$ cat src/rtl/asp_serial_port_consts.vh
// register map, field positions, reset values and divider counts
// assumes: included by the serial port design file only
`ifndef ASP_SERIAL_PORT_CONSTS_VH
`define ASP_SERIAL_PORT_CONSTS_VH

// ----------------------------------------
// register offsets
// ----------------------------------------
`define ASP_OFS_CTRL   3'h0
`define ASP_OFS_BUF    3'h1
`define ASP_OFS_STAT   3'h2
`define ASP_OFS_MASK   3'h3
`define ASP_OFS_BAUD   3'h4

// ----------------------------------------
// control fields
// ----------------------------------------
`define ASP_CTRL_MODE_HI  7
`define ASP_CTRL_MODE_LO  6
`define ASP_CTRL_MPEN     5
`define ASP_CTRL_REN      4
`define ASP_CTRL_TX_NINTH 3
`define ASP_CTRL_RX_NINTH 2
`define ASP_CTRL_SMOD     1
`define ASP_CTRL_RST      8'h00

// ----------------------------------------
// status / mask fields
// ----------------------------------------
`define ASP_ST_RXDONE  0
`define ASP_ST_TXDONE  1
`define ASP_ST_OVR     2
`define ASP_STAT_RST   3'h0
`define ASP_MASK_RST   3'h0
`define ASP_BAUD_RST   8'h00

// ----------------------------------------
// modes
// ----------------------------------------
`define ASP_MODE_SHIFT 2'h0
`define ASP_MODE_ASY10 2'h1
`define ASP_MODE_FIX11 2'h2
`define ASP_MODE_VAR11 2'h3

// ----------------------------------------
// timing counts: mode 0 phases and mode 2 limits in clk_sys cycles, bit phases in oversample ticks
// ----------------------------------------
`define ASP_M0_LAST    4'hb
`define ASP_M0_HALF    4'h5
`define ASP_M0_SAMPLE  4'hb
`define ASP_OS_LAST    4'hf
`define ASP_OS_MID     4'h7
`define ASP_M2_LIM32   8'h01
`define ASP_M2_LIM64   8'h03

`endif

$ cat src/rtl/asp_serial_port.v
// four mode serial port: shift register mode and three async frame modes
// assumes: clk_sys 40 MHz, CPU on a plain strobe port, rxd/txd pins outside
//
// Functional notes
// - in modes 1 to 3 transmit and receive paths run independently and at the same time; mode 0 shares one shift engine.
// - receive shifter is separate from receive buffer, so new frame may start.
// - frame completing while receive done flag still set is dropped, overrun flag set.
// - buffer write loads transmit shifter; buffer read returns receive buffer.
// - mode 0 shifts 8 bits lsb first on rxd, clock on txd, clk/12.
// - mode 1 frame is start 0, 8 data bits lsb first, stop 1.
// - mode 1 reception stores received stop bit into rx ninth bit.
// - mode 2 frame adds tx ninth bit before stop bit, 11 bits total.
// - modes 2 and 3 store received ninth bit; stop bit ignored.
// - mode 2 bit rate is clk/32 or clk/64 by select bit.
// - mode 3 equals mode 2 framing with variable bit rate.
// - any buffer write starts a transmission in every mode.
// - mode 0 reception starts when receive done is 0 and enable is 1.
// - modes 1 to 3 start reception on start bit while enable is set.
// - multiprocessor filter in modes 2/3 accepts only frames with ninth bit 1.
//
// Decided for this implementation: strobed register access and the register addresses.
`timescale 1ns/1ps
`include "asp_serial_port_consts.vh"

module asp_serial_port (
    input  wire       clk_sys,
    input  wire       rst_n,
    input  wire [2:0] addr,
    input  wire [7:0] wr_data,
    input  wire       wr_en,
    input  wire       rd_en,
    output reg  [7:0] rd_data,
    input  wire       rxd_in,
    output reg        rxd_out,
    output reg        rxd_oe,
    output reg        txd,
    output reg        irq
);

    // ----------------------------------------
    // registers
    // ----------------------------------------
    reg  [7:0] ctrl;
    wire [2:0] stat;
    reg  [2:0] mask;
    reg  [7:0] baud;
    reg  [7:0] rx_buf;
    reg        rx_ninth_bit;

    wire [1:0] mode      = ctrl[`ASP_CTRL_MODE_HI:`ASP_CTRL_MODE_LO];
    wire       mp_en     = ctrl[`ASP_CTRL_MPEN];
    wire       rx_en     = ctrl[`ASP_CTRL_REN];
    wire       tx_ninth  = ctrl[`ASP_CTRL_TX_NINTH];
    wire       smod      = ctrl[`ASP_CTRL_SMOD];
    wire       buf_wr    = wr_en && (addr == `ASP_OFS_BUF);
    wire       mode0     = (mode == `ASP_MODE_SHIFT);

    // ----------------------------------------
    // mode decode
    // ----------------------------------------
    // ten bit frame; the other async modes carry a ninth bit
    function is_short_frame;
        input [1:0] m;
        begin
            is_short_frame = (m == `ASP_MODE_ASY10);
        end
    endfunction

    // ----------------------------------------
    // rxd input synchroniser
    // ----------------------------------------
    reg        rx_s1;
    reg        rx_s2;
    reg        rx_s3;
    reg        rx_line;
    reg        rx_line_d;

    always @(posedge clk_sys or negedge rst_n) begin
        if (!rst_n) begin
            rx_s1     <= 1'b1;
            rx_s2     <= 1'b1;
            rx_s3     <= 1'b1;
            rx_line   <= 1'b1;
            rx_line_d <= 1'b1;
        end else begin
            rx_s1     <= rxd_in;
            rx_s2     <= rx_s1;
            rx_s3     <= rx_s2;
            // glitch of one cycle never reaches the line
            if (rx_s2 == rx_s3)
                rx_line <= rx_s3;
            rx_line_d <= rx_line;
        end
    end

    // ----------------------------------------
    // 16x oversample tick
    // ----------------------------------------
    reg  [7:0] os_cnt;
    reg        os_tick;
    wire [7:0] os_lim = (mode == `ASP_MODE_FIX11) ?
                        (smod ? `ASP_M2_LIM32 : `ASP_M2_LIM64) : baud;

    always @(posedge clk_sys or negedge rst_n) begin
        if (!rst_n) begin
            os_cnt  <= 8'h00;
            os_tick <= 1'b0;
        end else begin
            os_tick <= (os_cnt >= os_lim);
            if (os_cnt >= os_lim)
                os_cnt <= 8'h00;
            else
                os_cnt <= os_cnt + 8'h01;
        end
    end

    // ----------------------------------------
    // async transmitter, modes 1 to 3
    // ----------------------------------------
    reg        tx_busy;
    reg [10:0] tx_sh;
    reg  [3:0] tx_bits;
    reg  [3:0] tx_os;
    reg        tx_line;
    reg        atx_evt;

    always @(posedge clk_sys or negedge rst_n) begin
        if (!rst_n) begin
            tx_busy <= 1'b0;
            tx_sh   <= 11'h7ff;
            tx_bits <= 4'h0;
            tx_os   <= 4'h0;
            tx_line <= 1'b1;
            atx_evt <= 1'b0;
        end else begin
            atx_evt <= 1'b0;
            if (buf_wr && !mode0) begin
                if (is_short_frame(mode)) begin
                    tx_sh   <= {2'h3, wr_data, 1'b0};
                    tx_bits <= 4'ha;
                end else begin
                    tx_sh   <= {1'b1, tx_ninth, wr_data, 1'b0};
                    tx_bits <= 4'hb;
                end
                tx_os   <= 4'h0;
                tx_busy <= 1'b1;
            end else if (tx_busy && os_tick) begin
                tx_os <= tx_os + 4'h1;
                if (tx_os == `ASP_OS_LAST) begin
                    tx_sh   <= {1'b1, tx_sh[10:1]};
                    tx_bits <= tx_bits - 4'h1;
                    if (tx_bits == 4'h1) begin
                        tx_busy <= 1'b0;
                        atx_evt <= 1'b1;
                    end
                end
            end
            tx_line <= tx_busy ? tx_sh[0] : 1'b1;
        end
    end

    // ----------------------------------------
    // async receiver, modes 1 to 3
    // ----------------------------------------
    reg        rx_busy;
    reg  [3:0] rx_os;
    reg  [3:0] rx_bits;
    reg [10:0] rx_sh;
    reg        arx_evt;
    reg  [7:0] arx_data;
    reg        arx_ninth;
    wire [10:0] rx_nsh  = {rx_line, rx_sh[10:1]};
    wire [3:0]  rx_last = is_short_frame(mode) ? 4'h9 : 4'ha;

    always @(posedge clk_sys or negedge rst_n) begin
        if (!rst_n) begin
            rx_busy   <= 1'b0;
            rx_os     <= 4'h0;
            rx_bits   <= 4'h0;
            rx_sh     <= 11'h000;
            arx_evt   <= 1'b0;
            arx_data  <= 8'h00;
            arx_ninth <= 1'b0;
        end else begin
            arx_evt <= 1'b0;
            if (!rx_busy) begin
                // start bit edge, only while enabled
                if (rx_en && !mode0 && rx_line_d && !rx_line) begin
                    rx_busy <= 1'b1;
                    rx_os   <= 4'h0;
                    rx_bits <= 4'h0;
                end
            end else if (mode0) begin
                rx_busy <= 1'b0;
            end else if (os_tick) begin
                rx_os <= rx_os + 4'h1;
                if (rx_os == `ASP_OS_MID) begin
                    rx_sh   <= rx_nsh;
                    rx_bits <= rx_bits + 4'h1;
                    if (rx_bits == 4'h0 && rx_line) begin
                        // false start: line back high at mid bit
                        rx_busy <= 1'b0;
                    end else if (rx_bits == rx_last) begin
                        rx_busy <= 1'b0;
                        arx_evt <= 1'b1;
                        if (is_short_frame(mode)) begin
                            arx_data  <= rx_nsh[9:2];
                            arx_ninth <= rx_nsh[10];
                        end else begin
                            arx_data  <= rx_nsh[8:1];
                            arx_ninth <= rx_nsh[9];
                        end
                    end
                end
            end
        end
    end

    // ----------------------------------------
    // mode 0 shift engine
    // ----------------------------------------
    reg        m0_busy;
    reg        m0_tx;
    reg  [3:0] m0_ph;
    reg  [2:0] m0_bit;
    reg  [7:0] m0_sh;
    reg        m0_clk;
    reg        m0_tx_evt;
    reg        m0_rx_evt;

    always @(posedge clk_sys or negedge rst_n) begin
        if (!rst_n) begin
            m0_busy   <= 1'b0;
            m0_tx     <= 1'b0;
            m0_ph     <= 4'h0;
            m0_bit    <= 3'h0;
            m0_sh     <= 8'h00;
            m0_clk    <= 1'b1;
            m0_tx_evt <= 1'b0;
            m0_rx_evt <= 1'b0;
            rxd_out   <= 1'b1;
            rxd_oe    <= 1'b0;
        end else begin
            m0_tx_evt <= 1'b0;
            m0_rx_evt <= 1'b0;
            if (mode0 && buf_wr) begin
                m0_busy <= 1'b1;
                m0_tx   <= 1'b1;
                m0_sh   <= wr_data;
                m0_ph   <= 4'h0;
                m0_bit  <= 3'h0;
            end else if (!m0_busy) begin
                // guard on the event: flag lands one cycle after done
                if (mode0 && rx_en && !stat[`ASP_ST_RXDONE] && !m0_rx_evt) begin
                    m0_busy <= 1'b1;
                    m0_tx   <= 1'b0;
                    m0_ph   <= 4'h0;
                    m0_bit  <= 3'h0;
                end
            end else if (!mode0) begin
                m0_busy <= 1'b0;
            end else begin
                if (m0_ph == `ASP_M0_LAST)
                    m0_ph <= 4'h0;
                else
                    m0_ph <= m0_ph + 4'h1;
                // pin reaches rx_line about five cycles late: sample at end of high phase
                if (!m0_tx && m0_ph == `ASP_M0_SAMPLE)
                    m0_sh <= {rx_line, m0_sh[7:1]};
                if (m0_ph == `ASP_M0_LAST) begin
                    if (m0_tx)
                        m0_sh <= {1'b1, m0_sh[7:1]};
                    m0_bit <= m0_bit + 3'h1;
                    if (m0_bit == 3'h7) begin
                        m0_busy   <= 1'b0;
                        m0_tx_evt <= m0_tx;
                        m0_rx_evt <= !m0_tx;
                    end
                end
            end
            m0_clk  <= !(m0_busy && mode0 && m0_ph <= `ASP_M0_HALF);
            rxd_out <= m0_sh[0];
            rxd_oe  <= m0_busy && m0_tx && mode0;
        end
    end

    // ----------------------------------------
    // txd pin: shift clock in mode 0, frame otherwise
    // ----------------------------------------
    always @(posedge clk_sys or negedge rst_n) begin
        if (!rst_n)
            txd <= 1'b1;
        else
            txd <= mode0 ? m0_clk : tx_line;
    end

    // ----------------------------------------
    // receive completion and flags
    // ----------------------------------------
    wire       rx_evt   = arx_evt | m0_rx_evt;
    wire [7:0] rx_data  = m0_rx_evt ? m0_sh : arx_data;
    wire       rx_9th   = arx_ninth;
    wire       rx_drop  = arx_evt && mode[1] && mp_en && !rx_9th;
    wire       rx_take  = rx_evt && !rx_drop && !stat[`ASP_ST_RXDONE];
    wire       rx_lost  = rx_evt && !rx_drop && stat[`ASP_ST_RXDONE];
    wire       tx_evt   = atx_evt | m0_tx_evt;
    wire [2:0] st_set   = {rx_lost, tx_evt, rx_take};
    wire [2:0] st_clr   = (wr_en && addr == `ASP_OFS_STAT) ? wr_data[2:0] : 3'h0;
    // set wins over a clear in the same cycle
    wire [2:0] next_stat = (stat & ~st_clr) | st_set;

    // ----------------------------------------
    // sticky status flags, one flop per event
    // ----------------------------------------
    localparam [2:0] stat_rst = `ASP_STAT_RST;
    genvar gi;
    generate
        for (gi = 0; gi < 3; gi = gi + 1) begin : g_flag
            reg flag;
            always @(posedge clk_sys or negedge rst_n) begin
                if (!rst_n)
                    flag <= stat_rst[gi];
                else
                    flag <= next_stat[gi];
            end
            assign stat[gi] = flag;
        end
    endgenerate

    always @(posedge clk_sys or negedge rst_n) begin
        if (!rst_n) begin
            ctrl         <= `ASP_CTRL_RST;
            mask         <= `ASP_MASK_RST;
            baud         <= `ASP_BAUD_RST;
            rx_buf       <= 8'h00;
            rx_ninth_bit <= 1'b0;
            irq          <= 1'b0;
        end else begin
            irq  <= |(next_stat & mask);
            if (wr_en) begin
                case (addr)
                    `ASP_OFS_CTRL: ctrl <= wr_data;
                    `ASP_OFS_MASK: mask <= wr_data[2:0];
                    `ASP_OFS_BAUD: baud <= wr_data;
                    default: ;
                endcase
            end
            // older byte kept; newer one is the one lost
            if (rx_take) begin
                rx_buf <= rx_data;
                if (arx_evt)
                    rx_ninth_bit <= rx_9th;
            end
        end
    end

    // ----------------------------------------
    // read port
    // ----------------------------------------
    always @(posedge clk_sys or negedge rst_n) begin
        if (!rst_n) begin
            rd_data <= 8'h00;
        end else if (rd_en) begin
            case (addr)
                `ASP_OFS_CTRL: rd_data <= {ctrl[7:3], rx_ninth_bit, ctrl[1:0]};
                `ASP_OFS_BUF:  rd_data <= rx_buf;
                `ASP_OFS_STAT: rd_data <= {5'h00, stat};
                `ASP_OFS_MASK: rd_data <= {5'h00, mask};
                `ASP_OFS_BAUD: rd_data <= baud;
                default:       rd_data <= 8'h00;
            endcase
        end else begin
            rd_data <= 8'h00;
        end
    end

endmodule

$ cat config.mk
export PLATFORM = sky130hd
export DESIGN_NAME = asp_serial_port
export DESIGN_NICKNAME = d
export VERILOG_FILES = /design/src/rtl/asp_serial_port.v
export VERILOG_INCLUDE_DIRS = /design/src /design/src/rtl
export SDC_FILE = /design/constraint.sdc
export NUM_CORES = 1
export LEC_CHECK = 0
export BUFFER_PORTS_ARGS = -buffer_cell sky130_fd_sc_hd__buf_4
export CORE_MARGIN = 1.5
export CORE_UTILIZATION = 55
export CTS_CLUSTER_DIAMETER = 80
export DETAILED_ROUTE_END_ITERATION = 12
export PLACE_DENSITY = 0.73
export SLEW_MARGIN = 20
export SYNTH_ARGS = -nofsm -noshare
export SYNTH_HDL_FRONTEND = slang
export SYNTH_SLANG_ARGS = --single-unit
$ cat constraint.sdc
create_clock -name clk_sys -period 2.77 [get_ports clk_sys]
set_input_delay 0.277 -clock clk_sys [delete_from_list [all_inputs] [get_ports clk_sys]]
set_output_delay 0.277 -clock clk_sys [all_outputs]
set_load 0.01 [all_outputs]
==> results of run 1 <==
Yosys cell counts (all sizes together) (2+ instances only):
cell type  instances
o21ai             15
and2               6
mux2i             27
ha                20
nand2             47
dfrtp            106
nor3b              5
a31oi              6
xor2               9
nor3              13
o21a               2
mux2              49
nand4b             2
clkbuf             5
a22o               3
a21o               3
o211ai             2
dfstp             19
o31ai              3
nand2b             8
and3               9
a22oi              4
nor2              52
a211o              2
and4bb             2
or2                3
nand3             18
inv               12
xnor2              7
nand4              7
a21oi             25
buf               17
stage by stage:
step	setup slack (ps)	util [%]	instance area, sq um	instances
after floorplan	668.4	-	5934	525
after global placement	561.7	60.07	6257	673
after detailed placement	458.3	60.07	6257	673
after CTS	401.4	65.61	6834	707
after global routing	226.0	65.61	6834	707
final	405.5	65.61	6834	707
worst paths after layout:
path / to / slack [ps] / depth (start not counted)
max in group asynchronous: tx_sh[9]$_DFFE_PN1P_ / 1610 / 3
max: os_cnt[7]$_DFF_PN0_ / 410 / 7
max reg2reg: os_cnt[7]$_DFF_PN0_ / 410 / 7
min in group asynchronous: tx_os[3]$_DFFE_PN0P_ / 290 / 2
min: tx_sh[7]$_DFFE_PN1P_ / 20 / 3
min reg2reg: rx_s2$_DFF_PN1_ / 360 / 0
placed cells by master (no fill, tap or decap), types with 5 or more instances in the layout:
cell,synthesis,final
clkbuf_16,0,16
mux2i_1,26,26
nand2_1,45,45
nor3_1,12,12
nand2b_1,7,7
xnor2_1,7,7
dfstp_2,19,19
a21oi_1,25,25
o21ai_0,14,14
buf_4,2,33
dfrtp_1,106,106
nand4_1,6,6
and3_1,9,9
clkbuf_8,0,6
xor2_1,9,9
a31oi_1,6,6
nor2_1,52,52
mux2_2,49,49
and2_1,5,5
ha_1,20,20
inv_1,12,12
nand3_1,18,18
clkinv_2,0,5
layout make-up:
class | count | area share, %
inverter | 12 | 0.6591
sequential | 125 | 46.12
tap | 136 | 2.490
clock buffer | 25 | 7.232
timing repair buffer | 36 | 4.211
clock inverter | 7 | 0.9154
multi-input combinational | 366 | 38.37
flip-flops by register name (all words and copies together) (netlist names), 7 cells and up:
name and flops:
arx_data 8, baud 8, ctrl 7, m0_sh 8
os_cnt 8, rd_data 8, rx_buf 8, rx_sh 9
tx_sh 10
critical path, stage by stage, from the launching register on:
cell,delay [ps]
dfrtp_1,520
nand2b_1,340
nand2b_1,110
ha_1,280
nand2b_1,140
a2111oi_0,500
o31ai_2,220
nor2_1,180
metal layers:
layer / GRT usage, % / part of all wire (%) / vias up
li1: - / - / 1925
met1: 31.51 / 45 / 2008
met4: 9.714 / 2.3 / 0
met2: 38.05 / 49 / 92
met5: 0 / 0 / -
met3: 7.112 / 3.5 / 20
cells by family after synthesis:
logic type      count (synthesis)  synth area share [%]
fa+ha+maj                      21                 4.385
mux                            76                 13.92
compound gates                 74                 8.138
xor+xnor                       16                 2.361
flops                         125                 53.11
buf+inv                        34                 2.699
simple gates                  179                 15.39
power by group through the flow:
stage,registers (mW),logic (mW),clock network [mW]
floorplan,2.44,0.692,0
global placement,2.54,0.852,0
detailed placement,2.55,0.909,0
CTS,2.53,0.928,2.09
global route,2.57,1.04,2.17
finish,2.53,0.918,2.06
==> flow_summary_export.csv, run 1 <==
group,metric,value,unit
grt,gr-total-overflow,0,
cts,clk_pin_slew,60,ps
cts,cts_max_path_buffers,2,
cells_and_area,layout.nets,594,
power,p_switching,1.558,mW
floorplanning,rows,37,
logic_synthesis,synth_seq_cells,125,
floorplanning,dieArea,11420,sq um
logic_synthesis,ys_types,60,
cts,clock_latency,510,ps
logic_synthesis,syn_area,5934,sq um
floorplanning,dieWidth,106.9,microns
floorplanning,core,10420,sq um
routing,ant_nets,0,
grt,track_usage,24.18,%
sta,max-slew-margin-rel,55.89,%
cts,cts-htree-levels,4,
routing,drc_errors,0,
routing,drt_iter0_markers,280,
cts,post-cts-setup-buffers,0,
cells_and_area,antenna_cells,0,
logic_synthesis,syn-instance-count,525,
grt,grt_max_degree,51,
setup_path,critPathMaxFanout,10,
cells_and_area,multiInputGateArea,2623,sq um
setup_path,cp.required,3200,ps
logic_synthesis,synthArstFlopShare,100.0,%
power,total_power,5.510,mW
power,internal_power,3.951,mW
cells_and_area,fillers,776,
setup_path,end_kind,"flop",
sta,timing.final.crit_share,85.36,%
cts,cts_tree,"built",
sta,finalSetupTns,0,ps
cts,cts_resized,0,
cells_and_area,area_delta_synth_final,15.16,%
logic_synthesis,yosysSeqAreaShare,53.11,%
worst_hold_path,holdCritStartpoint,"wr_data[6]",
setup_path,cp.arrival,2800,ps
worst_hold_path,hp-class,"input port to flop",
grt,grt_pass1_vias,4282,
sta,hold_viol_final,0,
logic_synthesis,avgSynthCellArea,11.30,sq um
sta,rsz0062_at_grt,"false",
sta,worstMarginPinSlew,661.6,ps
power,switching_share,28.28,%
power,pwr_density_cell,806.2,nW/um^2
power,p_leak,3.247,nW
setup_path,critPathKind,"flop to flop",
logic_synthesis,synth_warnings,0,
cts,numCtsBuffers,17,
placed_design,place.port_buffers,27,
grt,antenna_found_initial,0,
grt,grt_pass1_wl,21110,microns
sta,final-max-slew-violation-count,0,
floorplanning,fp.dieH,106.9,microns
cts,cts_root_buffer,"clkbuf_8",
routing,viasPerCell,5.721,
cells_and_area,drive_above_1_share,25.57,%
floorplanning,io_pins,28,
logic_synthesis,synth_edf_count,0,
setup_path,worstSetupStartpoint,"ctrl[6]$_DFFE_PN0P_",
sta,min_period,2364,ps
cts,hold_buffers,2,
run,maxCapViolations,0,
floorplanning,initial_core_util,56.97,%
placed_design,dp_hpwl,8382,microns
sta,fin_worst_skew,8.468,ps
placed_design,gp_congestion,0.8233,
routing,first_pass_iters,4,
status,status,"finished clean",
setup_path,r2r-start,"ctrl[6]$_DFFE_PN0P_",
logic_synthesis,syn_nets,561,
routing,routed-via-count,4045,
logic_synthesis,yosysTopAreaCell,"dfrtp_1",
sta,finalSetupViolCount,0,
routing,avgRoutedWirePerCell,17.24,microns
power,peakVddDrop,0.7249,mV
cts,cts_sinks,125,
setup_path,critPathLaunchType,"flop",
routing,wirelength,12190,microns
power,pwr-share-seq,46.0,%
power,power_frac_comb,16.7,%
logic_synthesis,synthFlopType,"dfrtp_1",
cells_and_area,regArea,3152,sq um
power,pwr-share-clk,37.3,%
sta,holdWs,24.89,ps
sta,fmax,422.9,MHz
logic_synthesis,synth_top_area_share,44.70,%
logic_synthesis,synthTopCellsByArea,"dfrtp_1 (45%), mux2_2 (9.3%), dfstp_2 (8.4%)",
Power figures use the tool's default switching activity.
==> run 2, diff against run 1 <==
clock period = 2.85 ns   (was 2.77 ns; I/O delays follow)
==> run 2 against run 1 <==
  * Critical path type unchanged
  * Non-clock buffer count is 1 lower
  * Register-to-register slack better by 80 ps
  * Die area stayed put
  * Routed wire length is 1.5% higher
  * Highest routed layer unchanged
  * Power is 2.2% lower
  * Sequential cell count stayed put
  * Worst setup slack better by 80 ps
  * Largest cell class unchanged
  * Core utilization is 0.18 points lower
  * Largest power group unchanged
==> flow_summary_export.csv, run 2 (synthesized netlist as in run 1, its figures left out) <==
group,metric,value,unit
setup_path,cp.required,3220,ps
floorplanning,dieWidth,106.9,microns
routing,avgRoutedWirePerCell,17.55,microns
sta,hold_viol_final,0,
cells_and_area,antenna_cells,0,
placed_design,gp_congestion,0.8431,
setup_path,critPathLaunchType,"flop",
sta,max-slew-margin-rel,48.13,%
cells_and_area,final_common_cell,"dfrtp_1",
status,status,"finished clean",
run,maxCapViolations,0,
worst_hold_path,min_path_cells,3,
floorplanning,core,10420,sq um
cells_and_area,area_delta_synth_final,14.84,%
cells_and_area,final_cell_mix,"dfrtp_1 (106), nor2_1 (52), mux2_2 (49)",
sta,rsz0062_at_grt,"false",
setup_path,critPathKind,"flop to flop",
routing,drt_iter0_markers,251,
cts,numCtsBuffers,17,
grt,track_usage,23.96,%
worst_hold_path,worstHoldEndpoint,"tx_sh[7]$_DFFE_PN1P_",
routing,routed-via-count,4034,
placed_design,dp_hpwl,8487,microns
floorplanning,dieArea,11420,sq um
cts,cts_tree,"built",
setup_path,rr_endpoint,"os_cnt[6]$_DFF_PN0_",
cts,cts_root_buffer,"clkbuf_8",
cells_and_area,largest_registers,"tx_sh: 10 flops, rx_sh: 9 flops",
cells_and_area,layout.nets,593,
power,peakVddDrop,0.4962,mV
grt,grt_pass1_vias,4129,
routing,wirelength,12370,microns
cells_and_area,drive_above_1_share,25.13,%
cts,post-cts-setup-buffers,0,
grt,grt_max_degree,60,
routing,viasPerCell,5.722,
setup_path,reg2regPathDepth,6,
setup_path,cp.arrival,2730,ps
routing,drc_errors,0,
cts,cts_max_path_buffers,2,
worst_hold_path,hp-class,"input port to flop",
sta,worstMarginPinSlew,778.1,ps
cts,clk_pin_slew,60,ps
sta,finalSetupTns,0,ps
cells_and_area,top_register,"tx_sh",
grt,grt_pass1_wl,20750,microns
floorplanning,initial_core_util,56.97,%
cts,clock_latency,520,ps
grt,antenna_found_initial,0,
grt,gr-total-overflow,0,
floorplanning,fp.dieH,106.9,microns
sta,finalSetupViolCount,0,
cts,cts_sinks,125,
sta,final-max-slew-violation-count,0,
worst_hold_path,holdCritStartpoint,"wr_data[6]",
setup_path,r2r-start,"ctrl[6]$_DFFE_PN0P_",
routing,ant_nets,0,
routing,first_pass_iters,4,
sta,holdWs,23.74,ps
power,p_leak,3.234,nW
placed_design,place.port_buffers,27,
setup_path,end_kind,"flop",
setup_path,r2r_setup_slack,490,ps
placed_design,dpl-instance-area,6237,sq um
floorplanning,rows,37,
sta,timing.final.crit_share,82.96,%
sta,fin_worst_skew,7.754,ps
power,pwr_density_cell,790.9,nW/um^2
cts,cts-htree-levels,4,
floorplanning,io_pins,28,
cells_and_area,design_area,6815,sq um
cells_and_area,largest_reg_flops,10,
sta,fmax,423.0,MHz
power,total_power,5.390,mW
setup_path,critPathMaxFanout,10,
sta,min_period,2364,ps
-- run 2: what timing repair did --
item                       in CTS  in global routing
setup endpoints to repair       0                  0
hold endpoints to repair       43                  0
hold buffers                    2                  0
resized for setup               0                  0
-- run 2: worst max-delay path by stage --
stage / endpoint / from / slack [ps]
after detailed placement: os_cnt[4]$_DFF_PN0_ / ctrl[6]$_DFFE_PN0P_ / 510
after floorplan: os_cnt[2]$_DFF_PN0_ / ctrl[7]$_DFFE_PN0P_ / 750
after global routing: os_cnt[6]$_DFF_PN0_ / ctrl[6]$_DFFE_PN0P_ / 220
after global placement: os_cnt[2]$_DFF_PN0_ / ctrl[6]$_DFFE_PN0P_ / 630
after CTS: os_cnt[4]$_DFF_PN0_ / ctrl[6]$_DFFE_PN0P_ / 470
final: os_cnt[6]$_DFF_PN0_ / ctrl[6]$_DFFE_PN0P_ / 490
-- run 2: power breakdown --
group          switching (mW)  leakage (nW)  total [mW]  internal (mW)
combinational           0.469          1.38       0.888          0.419
clock                   0.737         0.275        2.04           1.30
sequential              0.313          1.58        2.46           2.15
total                    1.52          3.23        5.39           3.87
-- run 2: through the flow --
stage          std cells  utilization, %  setup WS (ps)
6_report             705           65.43          485.7
5_1_grt              705           65.43          218.3
4_1_cts              705           65.43          470.0
3_5_place_dp         672           59.88          511.0
3_3_place_gp         672           59.88          634.1
2_1_floorplan        525               -          748.4
-- run 2: final cells by class --
cell class | instances | area (sq um)
Clock buffer | 24 | 470.5
Clock inverter | 7 | 87.58
Fill cell | 809 | 3601
Inverter | 12 | 45.04
Multi-Input combinational cell | 366 | 2623
Sequential cell | 125 | 3152
Tap cell | 136 | 170.2
Timing Repair Buffer | 35 | 267.8
-- run 2: critical path, stage by stage, from the launching register on --
cell and delay [ps]:
dfrtp_1 510, nand2b_1 340, nand2_1 110, ha_1 330, nand4_1 160, o31ai_2 630, nor2_1 130
-- run 2: per-layer routing --
layer | GRT usage (%) | share of wire, %
met2 | 38.92 | 50
met5 | 0 | 0
met1 | 30.73 | 44
met4 | 9.143 | 1.3
met3 | 6.505 | 4.0
==> run 3, diff against run 2 <==
clock period = 2.45 ns   (was 2.85 ns; I/O delays follow)
==> run 3 against run 2 <==
  * Hold slack better by 120 ps
  * Clock-buffer cell count rose by 2
  * Sequential power is 16% higher
  * Worst setup slack worse by 200 ps
  * Critical path depth grew 1
  * Core utilization increased by 1.4 points
  * Combinational power rose by 20%
  * Power grew 19%
  * Register-to-register slack worse by 200 ps
  * Global-route usage shrank 0.090 points
  * Highest routed layer unchanged
==> flow_summary_export.csv, run 3 (synthesized netlist as in run 1, its figures left out) <==
group,metric,value,unit
status,status,"finished clean",
cts,cts_resized,0,
cells_and_area,drive_above_1_share,25.30,%
placed_design,gp_congestion,0.7998,
routing,routed-via-count,4115,
setup_path,cp.arrival,2610,ps
floorplanning,initial_core_util,56.97,%
floorplanning,dieArea,11420,sq um
cts,hold_buffers,11,
power,pwr_density_cell,917.3,nW/um^2
cts,numCtsBuffers,17,
floorplanning,io_pins,28,
grt,grt_max_degree,75,
cells_and_area,fin_util,66.87,%
cts,cts-htree-levels,4,
setup_path,cp_top_family,"compound AO/OA/AOI/OAI gates",
setup_path,critPathMaxFanout,9,
routing,drt_iter0_markers,266,
routing,viasPerCell,5.739,
sta,finalSetupViolCount,0,
setup_path,cp_slowest_cell,"a2111oi_0",
worst_hold_path,min_path_cells,3,
grt,grt_pass1_vias,4213,
grt,track_usage,23.87,%
grt,gr-total-overflow,0,
placed_design,dp_cells,674,
floorplanning,fp.dieH,106.9,microns
worst_hold_path,holdCritStartpoint,"rd_en",
cells_and_area,final_cell_mix,"dfrtp_1 (106), nor2_1 (52), mux2_2 (49)",
setup_path,end_kind,"flop",
placed_design,place.port_buffers,27,
placed_design,dp_hpwl,8503,microns
cts,post-cts-setup-buffers,0,
cts,clock_latency,530,ps
power,total_power,6.390,mW
sta,min_period,2159,ps
routing,first_pass_iters,4,
sta,finalSetupTns,0,ps
cells_and_area,largest_reg_flops,10,
setup_path,crit_chain,"nand2b_1 -> nand2b_1 -> ha_1 -> nand2b_1 -> a2111oi_0 -> o31ai_2 -> nor2_1",
worst_hold_path,worstHoldEndpoint,"rd_data[1]$_DFF_PN0_",
setup_path,cp_num_cells,7,
grt,grt_pass1_wl,20670,microns
sta,fin_worst_skew,9.680,ps
grt,antenna_found_initial,0,
cells_and_area,fin_cells,717,
cells_and_area,final_common_cell,"dfrtp_1",
floorplanning,rows,37,
cts,cts_tree,"built",
setup_path,critPathKind,"flop to flop",
routing,ant_nets,0,
placed_design,dp_slack,300.1,ps
sta,rsz0062_at_grt,"false",
setup_path,reg2regPathDepth,7,
sta,timing.final.crit_share,88.14,%
power,p_leak,3.303,nW
setup_path,critPathLaunchType,"flop",
cts,clk_pin_slew,60,ps
sta,hold_viol_final,0,
sta,final-max-slew-violation-count,0,
setup_path,rr_endpoint,"os_cnt[6]$_DFF_PN0_",
setup_path,r2r-start,"ctrl[6]$_DFFE_PN0P_",
run,maxCapViolations,0,
cells_and_area,layout.nets,604,
cells_and_area,largest_registers,"tx_sh: 10 flops, rx_sh: 9 flops",
setup_path,crit_buf_inv,0,
power,peakVddDrop,0.5453,mV
cells_and_area,area_delta_synth_final,17.37,%
cts,cts_root_buffer,"clkbuf_8",
cells_and_area,top_register,"tx_sh",
sta,fmax,463.1,MHz
sta,setup_slack,290.6,ps
cts,cts_sinks,125,
sta,worstMarginPinSlew,676.2,ps
cells_and_area,antenna_cells,0,
setup_path,cp.required,2910,ps
cts,cts_max_path_buffers,2,
sta,max-slew-margin-rel,54.65,%
setup_path,crit_top_cell,"nand2b_1",
floorplanning,core,10420,sq um
routing,drc_errors,0,
setup_path,r2r_setup_slack,290,ps
routing,wirelength,12250,microns
floorplanning,dieWidth,106.9,microns
worst_hold_path,hp-class,"input port to flop",
routing,avgRoutedWirePerCell,17.08,microns
setup_path,max_stage_delay,520,ps
## run 3: cell types whose count changed in the layout (fill, tap and decap cells not counted)
cell,delta
dlygate4sd3_1,+9
clkbuf_8,+3
buf_12,+1
buf_4,+1
clkbuf_1,-1
clkinv_2,-1
## run 3: layer usage
metal | up-vias | wire length [microns] | track usage (%)
met5 | - | 0 | 0
met2 | 97 | 6036 | 38.46
li1 | 1950 | - | -
met4 | 0 | 272 | 10.19
met1 | 2049 | 5467 | 29.47
met3 | 19 | 470 | 7.842
## run 3: final cells by class
type	count	area (sq um)
clock buffers	26	508.0
inverters	12	45.04
multi-input cells	366	2623
repair buffers	46	385.4
flip-flops and latches	125	3152
clock inverters	6	82.58
well taps	136	170.2
fillers	783	3451
## run 3: report_power, final
part / switching [mW] / internal [mW] / leakage (nW)
clock: 0.862 / 1.60 / 0.291
combinational: 0.561 / 0.508 / 1.43
sequential: 0.354 / 2.50 / 1.58
## run 3: worst max-delay path by stage
stage                        start                  end  slack, ps
6_report       ctrl[6]$_DFFE_PN0P_  os_cnt[6]$_DFF_PN0_        290
5_1_grt        ctrl[6]$_DFFE_PN0P_  os_cnt[6]$_DFF_PN0_         50
4_1_cts        ctrl[6]$_DFFE_PN0P_  os_cnt[6]$_DFF_PN0_        280
3_5_place_dp   ctrl[6]$_DFFE_PN0P_  os_cnt[5]$_DFF_PN0_        300
3_3_place_gp   ctrl[6]$_DFFE_PN0P_  os_cnt[5]$_DFF_PN0_        460
2_1_floorplan  ctrl[7]$_DFFE_PN0P_  os_cnt[2]$_DFF_PN0_        350
## run 3: worst min-delay path, stage by stage
cell	delay (ps)
buf_4	110
nand2_1	200
a21oi_1	70
## run 3: metrics by stage
| step | cell area, sq um | hold slack [ps] |
|---|---|---|
| floorplan | 5934 | -50.59 |
| global placement | 6265 | 242.3 |
| detailed placement | 6265 | 247.7 |
| CTS | 6965 | 110.2 |
| global route | 6965 | 143.1 |
| finish | 6965 | 144.1 |
